<file path="src/core/stp_pkg.sv">
`default_nettype none
package stp_pkg;
  // ----------------------------------------------------------------
  // Data widths
  // ----------------------------------------------------------------
  localparam int SAMPLE_W   = 16;              // Audio sample width
  localparam int MIX_W      = SAMPLE_W + 2;    // Sum of three samples
  localparam int COEFF_W    = 16;              // Biquad coefficient width
  localparam int NUM_COEFF  = 16;              // 32 byte slots, 16 words
  localparam int FIFO_DEPTH = 16;              // Sample FIFO depth

  // ----------------------------------------------------------------
  // Register indices (byte address is four times the index)
  // ----------------------------------------------------------------
  localparam logic [7:0] IDX_CTRL    = 8'hE4;  // side_tone_control
  localparam logic [7:0] IDX_SRC     = 8'hE5;  // side_tone_source_select
  localparam logic [7:0] IDX_LEVEL   = 8'hE6;  // side_tone_level
  localparam logic [7:0] IDX_LMASK   = 8'hE8;  // left_stream_sources
  localparam logic [7:0] IDX_RMASK   = 8'hE9;  // right_stream_sources
  localparam logic [7:0] IDX_CDATA   = 8'hEA;  // coefficient_byte_value
  localparam logic [7:0] IDX_CINDEX  = 8'hEB;  // coefficient_byte_index
  localparam logic [7:0] IDX_FILT_ON = 8'hEC;  // Output filter enables

  // ----------------------------------------------------------------
  // Field positions
  // ----------------------------------------------------------------
  localparam int CTRL_EN_BIT     = 7;          // Path on
  localparam int CTRL_MUTE_BIT   = 6;          // Path muted
  localparam int MASK_OWN_BIT    = 0;          // Same-side filter (left view)
  localparam int MASK_OPP_BIT    = 1;          // Opposite filter (left view)
  localparam int MASK_SIDE_BIT   = 2;          // Sidetone
  localparam int FILT_ON_L_BIT   = 0;          // left_out_filter_on
  localparam int FILT_ON_R_BIT   = 1;          // right_out_filter_on

  // ----------------------------------------------------------------
  // Reset values
  // ----------------------------------------------------------------
  localparam logic       RST_EN      = 1'h0;   // Path off
  localparam logic       RST_MUTE    = 1'h1;   // Muted
  localparam logic [1:0] RST_SRC     = 2'h0;   // Record channel 1 left
  localparam logic [4:0] RST_LEVEL   = 5'h1C;  // 0 dB
  localparam logic [2:0] RST_LMASK   = 3'h1;   // Left filter only
  localparam logic [2:0] RST_RMASK   = 3'h2;   // Right filter only
  localparam logic [7:0] RST_CDATA   = 8'h00;  // Data byte
  localparam logic [4:0] RST_CINDEX  = 5'h00;  // Byte index
  localparam logic [1:0] RST_FILT_ON = 2'h0;   // Filters off

  // ----------------------------------------------------------------
  // Gain scale in hundredths of a dB
  // ----------------------------------------------------------------
  localparam logic signed [15:0] GAIN_BASE_CDB = -16'sd4200; // Code 0
  localparam logic signed [15:0] GAIN_STEP_CDB = 16'sd150;   // Per code

  // ----------------------------------------------------------------
  // Types
  // ----------------------------------------------------------------
  typedef enum logic [1:0] {
    SRC_REC1_L, SRC_REC1_R, SRC_REC2_L, SRC_REC2_R
  } stp_src_t;

  typedef struct packed {
    logic [3:0][SAMPLE_W-1:0] rec;             // Record channels by source code
    logic [SAMPLE_W-1:0]      filt_l;          // Output filter 1 left
    logic [SAMPLE_W-1:0]      filt_r;          // Output filter 1 right
  } stp_in_frame_t;

  typedef struct packed {
    logic [MIX_W-1:0]    left;                 // left_output_stream
    logic [MIX_W-1:0]    right;                // right_output_stream
    logic [SAMPLE_W-1:0] side;                 // Selected sidetone sample
  } stp_out_frame_t;
endpackage : stp_pkg
`default_nettype wire

</file>
<file path="src/core/stp_fifo.sv">
`timescale 1ns/1ps
`default_nettype none
module stp_fifo #(
  parameter int W     = 8,                     // Word width
  parameter int DEPTH = 16                     // Word count
) (
  input  wire logic         clk,               // Core clock
  input  wire logic         srst,              // Sync reset
  input  wire logic         in_valid,          // Write request
  output var  logic         in_ready,          // Room available
  input  wire logic [W-1:0] in_data,           // Write word
  output logic              out_valid,         // Word available
  input  wire logic         out_ready,         // Read accept
  output logic      [W-1:0] out_data           // Head word
);
  localparam int PW = $clog2(DEPTH);

  // ----------------------------------------------------------------
  // Storage and pointers
  // ----------------------------------------------------------------
  logic [W-1:0]  mem [DEPTH];                  // Word storage
  logic [PW-1:0] wr_ptr_ff;                    // Write slot
  logic [PW-1:0] rd_ptr_ff;                    // Read slot
  logic [PW:0]   count_ff;                     // Words held
  logic [PW:0]   nxt_count;                    // Next word count
  logic          push;                         // Word enters
  logic          pop;                          // Word leaves

  assign push      = in_valid && in_ready;
  assign pop       = out_valid && out_ready;
  assign out_valid = (count_ff != '0);
  assign out_data  = mem[rd_ptr_ff];

  // Next occupancy
  always_comb begin
    nxt_count = count_ff;
    if (push && !pop) begin
      nxt_count = count_ff + 1'b1;
    end else if (pop && !push) begin
      nxt_count = count_ff - 1'b1;
    end
  end

  // Occupancy and registered room flag
  always_ff @(posedge clk) begin
    if (srst) begin
      count_ff <= '0;
      in_ready <= 1'b1;
    end else begin
      count_ff <= nxt_count;
      in_ready <= (nxt_count != (PW+1)'(DEPTH));
    end
  end

  // Pointers
  always_ff @(posedge clk) begin
    if (srst) begin
      wr_ptr_ff <= '0;
      rd_ptr_ff <= '0;
    end else begin
      if (push) wr_ptr_ff <= (wr_ptr_ff == PW'(DEPTH-1)) ? '0 : wr_ptr_ff + 1'b1;
      if (pop)  rd_ptr_ff <= (rd_ptr_ff == PW'(DEPTH-1)) ? '0 : rd_ptr_ff + 1'b1;
    end
  end

  // Word write
  always_ff @(posedge clk) begin
    if (push) begin
      mem[wr_ptr_ff] <= in_data;
    end
  end
endmodule : stp_fifo
`default_nettype wire

</file>
<file path="src/core/stp_sidetone_ctrl.sv">
// Contract
// - Control bit 7 enables path, reset off
// - Control bit 6 mutes, reset muted
// - Two-bit source picks record channel, reset 0
// - Gain code 0 is -42 dB, 1.5 dB steps
// - Left mask bits add filters and sidetone
// - Right mask same layout, reset 0x2
// - Opposite filter bit needs own filter enable
// - Eight-bit data byte for three-stage biquad
// - Even index low byte, odd high byte
// - Index write copies data byte into coefficient; here an even index only stages it, an odd index commits the word
//
// Decided for this implementation: the APB register port.
`timescale 1ns/1ps
`default_nettype none
module stp_sidetone_ctrl
  import stp_pkg::*;
#(
  parameter int ADDR_W = 12,                   // APB address width
  parameter int DEPTH  = FIFO_DEPTH            // Sample FIFO depth
) (
  input  wire logic                clk,        // Core clock
  input  wire logic                srst,       // Sync reset
  input  wire logic                psel,       // APB select
  input  wire logic                penable,    // APB access phase
  input  wire logic                pwrite,     // APB write
  input  wire logic [ADDR_W-1:0]   paddr,      // APB byte address
  input  wire logic [31:0]         pwdata,     // APB write data
  output logic      [31:0]         prdata,     // APB read data
  output logic                     pready,     // APB ready
  output logic                     pslverr,    // APB error
  input  wire logic                in_valid,   // Sample frame valid
  output logic                     in_ready,   // Sample frame room
  input  wire stp_in_frame_t       in_frame,   // Sample frame
  output logic                     out_valid,  // Mixed frame valid
  input  wire logic                out_ready,  // Mixed frame accept
  output stp_out_frame_t           out_frame,  // Mixed frame
  output logic                     side_live,  // Path on and unmuted
  output logic signed [15:0]       gain_cdb,   // Gain in 0.01 dB
  output logic [NUM_COEFF-1:0][COEFF_W-1:0] coeff,     // Active coefficients
  output logic                     coeff_upd,  // Word committed pulse
  output logic [3:0]               coeff_upd_idx // Committed word slot
);
  // ----------------------------------------------------------------
  // Helper functions
  // ----------------------------------------------------------------
  // Gain code to hundredths of a dB
  function automatic logic signed [15:0] code_to_cdb(input logic [4:0] code);
    code_to_cdb = GAIN_BASE_CDB + $signed({11'h000, code}) * GAIN_STEP_CDB;
  endfunction : code_to_cdb

  // One output stream sum; own, opposite and sidetone terms
  function automatic logic [MIX_W-1:0] mix(input logic [2:0] mask,
                                           input logic [SAMPLE_W-1:0] own,
                                           input logic [SAMPLE_W-1:0] opp,
                                           input logic [SAMPLE_W-1:0] side,
                                           input logic own_on);
    logic [MIX_W-1:0] acc;
    acc = '0;
    if (mask[MASK_OWN_BIT])           acc = acc + MIX_W'(own);
    if (mask[MASK_OPP_BIT] && own_on) acc = acc + MIX_W'(opp);
    if (mask[MASK_SIDE_BIT])          acc = acc + MIX_W'(side);
    mix = acc;
  endfunction : mix

  // ----------------------------------------------------------------
  // Register state
  // ----------------------------------------------------------------
  logic           en_ff;                       // Path on
  logic           mute_ff;                     // Path muted
  stp_src_t       src_ff;                      // Sidetone source
  logic [4:0]     level_ff;                    // Gain code
  logic [2:0]     lmask_ff;                    // left_stream_source_mask
  logic [2:0]     rmask_ff;                    // right_stream_source_mask
  logic [7:0]     cdata_ff;                    // coeff_byte_value
  logic [4:0]     cindex_ff;                   // coeff_byte_index
  logic [1:0]     filt_on_ff;                  // Output filter enables
  logic [7:0]     low_stage [NUM_COEFF];       // Pending low bytes

  // ----------------------------------------------------------------
  // APB decode
  // ----------------------------------------------------------------
  logic [7:0]     idx;                         // Word index
  logic           mapped;                      // Index decodes
  logic           access;                      // Transfer completes
  logic           wr;                          // Mapped write completes
  logic [7:0]     rd_val;                      // Read mux value

  assign idx    = 8'(paddr[ADDR_W-1:2]);
  assign access = psel && penable && pready;
  assign wr     = access && pwrite && mapped;

  // Address decode and read mux
  always_comb begin
    mapped = 1'b1;
    rd_val = 8'h00;
    unique case (idx)
      IDX_CTRL:    rd_val = {en_ff, mute_ff, 6'h00};
      IDX_SRC:     rd_val = {6'h00, src_ff};
      IDX_LEVEL:   rd_val = {3'h0, level_ff};
      IDX_LMASK:   rd_val = {5'h00, lmask_ff};
      IDX_RMASK:   rd_val = {5'h00, rmask_ff};
      IDX_CDATA:   rd_val = cdata_ff;
      IDX_CINDEX:  rd_val = {3'h0, cindex_ff};
      IDX_FILT_ON: rd_val = {6'h00, filt_on_ff};
      default:     mapped = 1'b0;
    endcase
  end

  // One wait state: ready rises in the second access cycle
  always_ff @(posedge clk) begin
    if (srst) begin
      pready  <= 1'b0;
      pslverr <= 1'b0;
      prdata  <= 32'h0000_0000;
    end else begin
      pready  <= psel && penable && !pready;
      pslverr <= psel && penable && !pready && !mapped;
      if (psel && penable && !pready) begin
        prdata <= (pwrite || !mapped) ? 32'h0000_0000 : {24'h000000, rd_val};
      end
    end
  end

  // ----------------------------------------------------------------
  // Control registers
  // ----------------------------------------------------------------
  // Path control, source, gain, masks, filter enables
  always_ff @(posedge clk) begin
    if (srst) begin
      en_ff      <= RST_EN;
      mute_ff    <= RST_MUTE;
      src_ff     <= stp_src_t'(RST_SRC);
      level_ff   <= RST_LEVEL;
      lmask_ff   <= RST_LMASK;
      rmask_ff   <= RST_RMASK;
      filt_on_ff <= RST_FILT_ON;
    end else if (wr) begin
      unique case (idx)
        IDX_CTRL: begin
          en_ff   <= pwdata[CTRL_EN_BIT];
          mute_ff <= pwdata[CTRL_MUTE_BIT];
        end
        IDX_SRC:     src_ff     <= stp_src_t'(pwdata[1:0]);
        IDX_LEVEL:   level_ff   <= pwdata[4:0];
        IDX_LMASK:   lmask_ff   <= pwdata[2:0];
        IDX_RMASK:   rmask_ff   <= pwdata[2:0];
        IDX_FILT_ON: filt_on_ff <= pwdata[1:0];
        default: ;
      endcase
    end
  end

  // Status seen by the filter datapath
  always_ff @(posedge clk) begin
    if (srst) begin
      side_live <= 1'b0;
      gain_cdb  <= code_to_cdb(RST_LEVEL);
    end else begin
      side_live <= en_ff && !mute_ff;
      gain_cdb  <= code_to_cdb(level_ff);
    end
  end

  // ----------------------------------------------------------------
  // Coefficient loading
  // ----------------------------------------------------------------
  logic       idx_wr;                          // Index register written
  logic [4:0] new_index;                       // Byte slot written

  assign idx_wr    = wr && (idx == IDX_CINDEX);
  assign new_index = pwdata[4:0];

  // Data byte and byte index registers
  always_ff @(posedge clk) begin
    if (srst) begin
      cdata_ff  <= RST_CDATA;
      cindex_ff <= RST_CINDEX;
    end else begin
      if (wr && idx == IDX_CDATA) cdata_ff <= pwdata[7:0];
      if (idx_wr)                 cindex_ff <= new_index;
    end
  end

  // Low byte waits; high byte commits the whole word
  always_ff @(posedge clk) begin
    if (srst) begin
      coeff         <= '0;
      coeff_upd     <= 1'b0;
      coeff_upd_idx <= 4'h0;
      for (int i = 0; i < NUM_COEFF; i++) low_stage[i] <= 8'h00;
    end else begin
      coeff_upd <= 1'b0;
      if (idx_wr) begin
        if (!new_index[0]) begin
          low_stage[new_index[4:1]] <= cdata_ff;
        end else begin
          coeff[new_index[4:1]] <= {cdata_ff, low_stage[new_index[4:1]]};
          coeff_upd             <= 1'b1;
          coeff_upd_idx         <= new_index[4:1];
        end
      end
    end
  end

  // ----------------------------------------------------------------
  // Sample path
  // ----------------------------------------------------------------
  stp_in_frame_t       head;                   // FIFO head frame
  logic                head_valid;             // FIFO head valid
  logic                pop;                    // Head consumed
  logic [SAMPLE_W-1:0] side_smp;               // Gated sidetone sample

  assign pop      = head_valid && (!out_valid || out_ready);
  assign side_smp = (en_ff && !mute_ff) ? head.rec[src_ff] : '0;

  stp_fifo #(
    .W     ($bits(stp_in_frame_t)),
    .DEPTH (DEPTH)
  ) u_fifo (
    .clk       (clk),
    .srst      (srst),
    .in_valid  (in_valid),
    .in_ready  (in_ready),
    .in_data   (in_frame),
    .out_valid (head_valid),
    .out_ready (pop),
    .out_data  (head)
  );

  // Output frame register
  always_ff @(posedge clk) begin
    if (srst) begin
      out_valid <= 1'b0;
      out_frame <= '0;
    end else if (pop) begin
      out_valid       <= 1'b1;
      out_frame.side  <= side_smp;
      out_frame.left  <= mix(lmask_ff, head.filt_l, head.filt_r, side_smp,
                             filt_on_ff[FILT_ON_L_BIT]);
      out_frame.right <= mix({rmask_ff[2], rmask_ff[0], rmask_ff[1]},
                             head.filt_r, head.filt_l, side_smp,
                             filt_on_ff[FILT_ON_R_BIT]);
    end else if (out_ready) begin
      out_valid <= 1'b0;
    end
  end
endmodule : stp_sidetone_ctrl
`default_nettype wire

</file>
<file path="config.mk">
export PLATFORM = sky130hd
export DESIGN_NAME = stp_sidetone_ctrl
export DESIGN_NICKNAME = d
export VERILOG_FILES = /design/src/core/stp_pkg.sv /design/src/core/stp_fifo.sv /design/src/core/stp_sidetone_ctrl.sv
export SDC_FILE = /design/constraint.sdc
export NUM_CORES = 2
export LEC_CHECK = 0
export ABC_CLOCK_PERIOD_IN_PS = 6200
export BUFFER_PORTS_ARGS = -buffer_cell sky130_fd_sc_hd__buf_4
export CAP_MARGIN = 20
export CORE_ASPECT_RATIO = 1.75
export CORE_UTILIZATION = 55
export DETAILED_ROUTE_END_ITERATION = 10
export MAX_ROUTING_LAYER = met4
export PLACE_DENSITY_LB_ADDON = 0.05
export SETUP_SLACK_MARGIN = 0.05
export SYNTH_ARGS = -nofsm -noshare
export SYNTH_HDL_FRONTEND = slang
export SYNTH_HIERARCHICAL = 1
export SYNTH_SLANG_ARGS = --single-unit
export TNS_END_PERCENT = 20
</file>
<file path="constraint.sdc">
create_clock -name clk -period 6.2 [get_ports clk]
set_clock_uncertainty 0.2 [all_clocks]
set_input_delay 0.62 -clock clk [delete_from_list [all_inputs] [get_ports clk]]
set_output_delay 0.62 -clock clk [all_outputs]
set_load 0.01 [all_outputs]
</file>
Word level (Yosys, flattened, before mapping)
Memory sizes are Yosys's and may differ from the RTL's. A register that Yosys moved wholly into a read port is not among the register bits.
Cells that the tools add are included.
W data, S select, Z words.
- RAM bits: 1664
- memories kept: 2
- word-level logic and storage cells: 147
- output and inout port bits: 366
- input port bits: 147
- flip-flop bits (word level): 409
- ROM bits: 0
- latch bits: 0
- memories (memory ; depth ; bits a word ; rd ports ; clocked after memory_dff ; write ports ; line ; text):
    u_fifo.mem ; 16 ; 96 ; 1 ; 1 ; 1 ; stp_fifo.sv:21 ; logic [W-1:0] mem [DEPTH];
    low_stage ; 16 ; 8 ; 1 ; 0 ; 16 ; stp_sidetone_ctrl.sv:78 ; logic [7:0] low_stage [NUM_COEFF];
- shift operators: 0
- $mul: 1
- eq/ne operators: 11
- reductions and logical operators: 37
- bitwise logic cells: 1
- $lt $le $gt $ge: 3
- div/mod/pow operators: 0
- mux-type cells: 43
- $add $sub $neg: 9
- operators with widths (cell ; count):
    $bwmux W256 ; 1
    $mux W18 ; 12
    $mux W16 ; 5
    $add A18 B16 Y18 ; 4
    $demux W16 S4 ; 1
    $eq A8 B8 Y1 const B ; 8
    $pmux W8 S8 ; 1
    $bmux W16 S2 ; 1
    $mux W4 ; 5
    $logic_and A1 B1 Y1 ; 17
    $mux W8 ; 2
    $reduce_or A8 Y1 ; 2
    $add A14 B14 Y15 const A ; 1
    $reduce_and A2 Y1 ; 7
    $mux W1 ; 13
    $mul A5 B7 Y12 const B ; 1
    $mux W5 ; 2
    $add A4 B1 Y4 const B ; 2
    $eq A4 B4 Y1 const B ; 2
    $logic_not A1 Y1 ; 6
    $add A5 B1 Y5 const B ; 1
    $lt A4 B5 Y1 const B ; 1
    $ne A5 B5 Y1 const B ; 1
    $reduce_bool A5 Y1 ; 1
    7 further kinds ; 8

Longest topological paths before layout
- depth after elaboration: 11
- depth in mapped cells: 24
- mapped depth without buffers: 21

Cells and area by module
Netlist, hierarchy kept.
- by module, submodules not included (module ; area each (um2) ; instances ; sequential area each (um2) ; cells an instance):
    stp_fifo ; 58979.1 ; 1 ; 46484.6 ; 2236
    stp_sidetone_ctrl ; 24398.4 ; 1 ; 11230.8 ; 2734

Worst setup path before layout
OpenSTA, ideal clock, no wires.
- path type: register to register
- start point: register (tool-made name)
- end point: register out_frame[31] in the netlist's numbering
- slack: 309 ps
- path buffers: 3
- library setup time: 120 ps
- clock period less this slack: 5891 ps
- data required time: 5880 ps
- cell stages (with the launch flop): 23
- arrival time: 5571 ps
- path through: dfxtp_1 buf_2 clkbuf_1 buf_1 mux4_2 mux4_2 and2_1 ha_1 fa_1 maj3_1 o221ai_1 a21oi_1 a21o_1 a311oi_1 o31ai_1 ha_1 or2_2 o31a_1 a31o_2 o311a_1 nor3_1 nor3b_1 o31a_1
- RTL lines (what ; line ; text):
    end, declared ; stp_sidetone_ctrl.sv:37 ; output stp_out_frame_t out_frame,

==> flow_results.org <==
** Outcome
- The run finished with clean final reports.

** Synthesis
- Cell count after synthesis :: between 4,000 and 5,000
- Cell type contributing the most total cell area after synthesis :: sky130_fd_sc_hd__edfxtp_1
- The share of the Yosys chip area taken by registers is 0.6922.
- Post-synth EDFFs :: 1,664
- Asr flop ratio synth :: 0
- Dominant register cell in the synthesized netlist :: sky130_fd_sc_hd__edfxtp_1
- Of the post-synthesis cell area, the dominant cell type holds 0.5993.
- The Yosys step of the flow raised 6 warnings.
- In this run, distinct cell masters in the synthesized netlist total slightly above 90.
- After synthesis the netlist holds a flip-flop and latch count of 2,051.
- Yosys attributes the largest share of cell area to sky130_fd_sc_hd__edfxtp_1, sky130_fd_sc_hd__mux4_2, sky130_fd_sc_hd__dfxtp_1.
- Summing every instance area after synthesis gives 83,380 sq um.
- After synthesis, the mean cell area works out to 16.78 sq um.

** GRT
- The initial antenna violation count is 35.
- The first global-routing pass estimated about 320,000 um of wire.
- Summed over all layers, the global routing overflow is 0.
- Largest net degree at the start of global routing :: 202
- The via count of the first global-routing pass is approximately 47,000.
- In the global route stage, overall resource usage came out at 0.3019.

** Place
- During placement, the flow inserted port buffers numbering 459.
- Prior to clock tree synthesis, the placed netlist has a worst setup slack of 0.1637 ns.
- Detailed placement ended at an HPWL of 135,200 um.
- After detailed placement, the design holds a cell count of 7,265.
- The congestion estimate from routability-driven global placement came to 0.9388.

** Timing
- At the pin with the least slew margin, the transition time is 1.096 ns.
- Hold Worst Slack :: just over 0.07 ns
- Setup violations remaining at the end of the flow were counted as 0.
- RSZ-0062 raised after global routing :: yes
- The clock period could shrink to 6.015 ns.
- Final count of hold timing violations :: 0
- FMAX :: between 150 and 200 MHz
- Headroom to the max-slew limit came out at 0.2637.
- After layout, the worst setup slack is 0.1847 ns.
- The number of max-slew violations in the final report is 0.
- In the finished design, the share of the clock period the worst path needs comes to 0.9702.

** Setup path
- The cell family contributing the most delay on the critical path is compound AO/OA/AOI/OAI gates.
- On the critical path, the stage with the largest delay is an instance of sky130_fd_sc_hd__mux4_2.
- STA classifies the critical path startpoint as a flop.
- Classification of the worst setup path :: flop to flop
- Cells along the critical path :: buf_12, mux4_2, mux4_2, and2_4, ha_1, fa_2, maj3_1, o221ai_1, buf_4, a21oi_1, a21o_1, a311oi_2, o31ai_2, ha_1, or2_2, o31a_1, a31o_2, o311a_1, nor3_1, nor3b_1, o31a_1
- Worst path arrival time :: 6.51 ns
- The critical path contains buffers and inverters numbering 2 combined.
- Capturing element type of the critical path :: flop
- Critical Path Max Stage Delay :: 0.59 ns
- Required time of the critical path :: 6.69 ns
- Peak fanout along the critical path :: 11

** Power
- Of the total power, the share spent switching nets is 0.2628.
- Leakage dissipation :: around 32 nW
- Fraction of power consumed by the clock network :: 0.337
- Of the total power, registers draw 0.459.
- Net switching power of the design :: 0.008718 W
- Internal power contribution :: about 0.024 W
- Worst vdd ir :: 0.3547 mV
- The share of total power dissipated in combinational logic is 0.204.
- Power density over the cells :: ~340 nW/um^2

** Job
- MaxCap Viol Count :: 0

** Layout
- Fill cells in the final layout number 10,730.
- Of the cells placed in the final design, the portion with a size suffix greater than 1 is 0.2480.
- The area growth from synthesis to layout is 15.77%.
- For this run, the number of standard cells in the final layout without fillers is 7,751.
- Final net count :: 5,826

** Detailed routing
- Average wire per standard cell :: 28.81 um
- In this run the remaining antenna-violating nets after routing total 0.
- The first TritonRoute pass finished after 8 iterations.
- Number of DRC markers in iteration 0 :: slightly above 3,000
- Remaining routing DRC violations :: 0
- After detailed routing, the number of vias per cell comes to approximately 6.
- Summing over every cut layer, the via total after detailed routing is 46,710.
- Total Wirelength :: approximately 220,000 um

** Die
- Starting density of the core :: 0.5547
- The floorplan has 188 rows.
- From left edge to right edge, the die measures 296.3 um.
- The floorplan step defined a die boundary enclosing 153,200 sq um.
- # IOs :: ~510
- Core footprint :: roughly 150,000 sq um
- The die is slightly above 500 um tall.

** Clocking
- Clock latency at the later pin of the worst-skew pair :: 0.82 ns
- Clock tree synthesis found a total of 2,051 sinks.
- H-tree lvl count :: 4
- Clock root cell :: sky130_fd_sc_hd__clkbuf_16
- After clock tree synthesis, the clock-pin slew on the worst setup and hold paths is roughly 0.07 ns.
- Number of buffers on the longest clock path :: 3
- TritonCTS built the clock tree.
- Counting the buffers created by CTS gives 179.

** Min path
- The min-delay analysis places its worst path in the category primary input to flop.
==> power by group through the flow <==
stage | Sequential, W | Clock, W | Combinational (W)
after floorplan | 0.0155 | 0 | 0.00464
after global placement | 0.0155 | 0 | 0.00648
after detailed placement | 0.0155 | 0 | 0.00650
after CTS | 0.0152 | 0.0114 | 0.00659
after global routing | 0.0152 | 0.0118 | 0.00722
final | 0.0152 | 0.0112 | 0.00677
==> repair_timing <==
item,in CTS,in global routing
hold endpoints to repair,1557,0
endpoints found under the setup margin,0,11
hold buffers,102,0
buffers inserted,0,22
resized for setup,0,30
==> cells in the mapped netlist, drive strengths merged, types with 8 or more instances <==
cell,n
nand2b,16
inv,46
o211ai,10
nor2b,26
nand3,22
a211oi,24
buf,143
nor2,167
mux2i,35
a211o,9
o31ai,8
and3,15
a21o,18
xnor2,43
o21ai,56
nor4,9
edfxtp,1664
or3,13
nor3,49
nand4,12
xor2,23
ha,86
or2,10
nand2,685
mux4,537
and2,180
a21oi,380
dfxtp,387
a31oi,11
o21bai,8
o21a,12
clkbuf,170
==> logic make-up (layout without fill, tap and decap cells) <==
| logic type | after synthesis | after routing | share of synthesized area |
|---|---|---|---|
| other cells | 1 | 47 | 0.00004498 |
| xor+xnor | 66 | 66 | 0.006933 |
| simple gates | 1226 | 1226 | 0.06786 |
| flops | 2051 | 2051 | 0.6922 |
| mux | 574 | 574 | 0.1533 |
| buf+inv | 360 | 1100 | 0.02261 |
| compound gates | 592 | 592 | 0.04157 |
| fa+ha+maj | 100 | 100 | 0.01546 |
==> placed cells by master, fill, tap and decap left out, types with 15 or more instances in the layout <==
cell type / n
sky130_fd_sc_hd__mux2i_1: 35
sky130_fd_sc_hd__dfxtp_1: 382
sky130_fd_sc_hd__nand2b_1: 15
sky130_fd_sc_hd__nor3_1: 41
sky130_fd_sc_hd__clkbuf_1: 36
sky130_fd_sc_hd__dlygate4sd3_1: 102
sky130_fd_sc_hd__o21ai_0: 50
sky130_fd_sc_hd__nand3_1: 22
sky130_fd_sc_hd__mux4_1: 84
sky130_fd_sc_hd__mux4_2: 453
sky130_fd_sc_hd__a21o_1: 18
sky130_fd_sc_hd__clkinv_1: 28
sky130_fd_sc_hd__buf_4: 577
sky130_fd_sc_hd__clkbuf_16: 191
sky130_fd_sc_hd__and2_1: 166
sky130_fd_sc_hd__xor2_1: 23
sky130_fd_sc_hd__a211oi_1: 24
sky130_fd_sc_hd__conb_1: 25
sky130_fd_sc_hd__diode_2: 22
sky130_fd_sc_hd__inv_1: 45
sky130_fd_sc_hd__clkinv_2: 39
sky130_fd_sc_hd__ha_1: 83
sky130_fd_sc_hd__edfxtp_1: 1664
sky130_fd_sc_hd__nor2_1: 161
sky130_fd_sc_hd__nand2_1: 683
sky130_fd_sc_hd__a21oi_1: 379
sky130_fd_sc_hd__buf_12: 26
sky130_fd_sc_hd__nor2b_1: 26
sky130_fd_sc_hd__xnor2_1: 41
==> worst reg2reg max path, cell delays in order, from the launching register on <==
cell                       delay (ns)
sky130_fd_sc_hd__dfxtp_4         0.41
sky130_fd_sc_hd__buf_12          0.17
sky130_fd_sc_hd__mux4_2          0.52
sky130_fd_sc_hd__mux4_2          0.59
sky130_fd_sc_hd__and2_4          0.22
sky130_fd_sc_hd__ha_1            0.21
sky130_fd_sc_hd__fa_2            0.39
sky130_fd_sc_hd__maj3_1          0.36
sky130_fd_sc_hd__o221ai_1        0.16
sky130_fd_sc_hd__buf_4           0.16
sky130_fd_sc_hd__a21oi_1         0.06
sky130_fd_sc_hd__a21o_1          0.22
sky130_fd_sc_hd__a311oi_2        0.31
sky130_fd_sc_hd__o31ai_2         0.12
sky130_fd_sc_hd__ha_1            0.34
sky130_fd_sc_hd__or2_2           0.29
sky130_fd_sc_hd__o31a_1          0.12
sky130_fd_sc_hd__a31o_2          0.28
sky130_fd_sc_hd__o311a_1         0.31
sky130_fd_sc_hd__nor3_1          0.15
sky130_fd_sc_hd__nor3b_1         0.07
sky130_fd_sc_hd__o31a_1          0.24
==> per-stage QoR <==
stage / util / TNS, ns / cell area, sq um / power [W]
2_1_floorplan: - / 0 / 83470 / 0.02017
3_3_place_gp: 0.5927 / 0 / 89090 / 0.02200
3_5_place_dp: 0.5929 / 0 / 89120 / 0.02204
4_1_cts: 0.6386 / 0 / 95990 / 0.03317
5_1_grt: 0.6421 / -0.002137 / 96520 / 0.03430
6_report: 0.6422 / 0 / 96530 / 0.03317
==> registers in the layout, summed over array words and instances (netlist names), 5 cells and up, named ones only <==
name             flops
low_stage          128
out_frame           52
cindex_ff            5
prdata               8
u_fifo/mem        1536
level_ff             5
coeff              256
u_fifo/count_ff      5
cdata_ff             8
gain_cdb            14
==> area by class of cell <==
type	count	area [sq um]	area share
diodes	22	55.05	0.0005703
clock buffers	235	4980	0.05159
clock inverters	94	862.1	0.008931
inverters	47	176.4	0.001828
multi-input cells	2583	24010	0.2487
flip-flops and latches	2051	57730	0.5981
well taps	1995	2496	0.02586
repair buffers	724	6220	0.06444
==> metal layers <==
| layer | GRT usage | vias to the layer above | share of wire |
|---|---|---|---|
| met1 | 0.3376 | 24090 | 0.36 |
| met3 | 0.05043 | 463 | 0.061 |
| li1 | - | 20490 | - |
| met4 | 0.1355 | 0 | 0.049 |
| met2 | 0.5274 | 1671 | 0.53 |
| met5 | - | - | 0 |
==> final timing paths <==
check	endpoint	start	slack (ns)	cells after the start
worst max register to register	out_frame[31]$_SDFFE_PP0P_	flop	0.18	21
worst min-delay path	coeff_upd_idx[2]$_SDFFE_PP0P_	pwdata[3]	0.07	3
worst min register to register	coeff[78]$_SDFFE_PP0P_	coeff[78]$_SDFFE_PP0P_	0.25	2
worst max-delay path	out_frame[31]$_SDFFE_PP0P_	flop	0.18	21
Note: power is estimated with default switching activity, not from simulation.
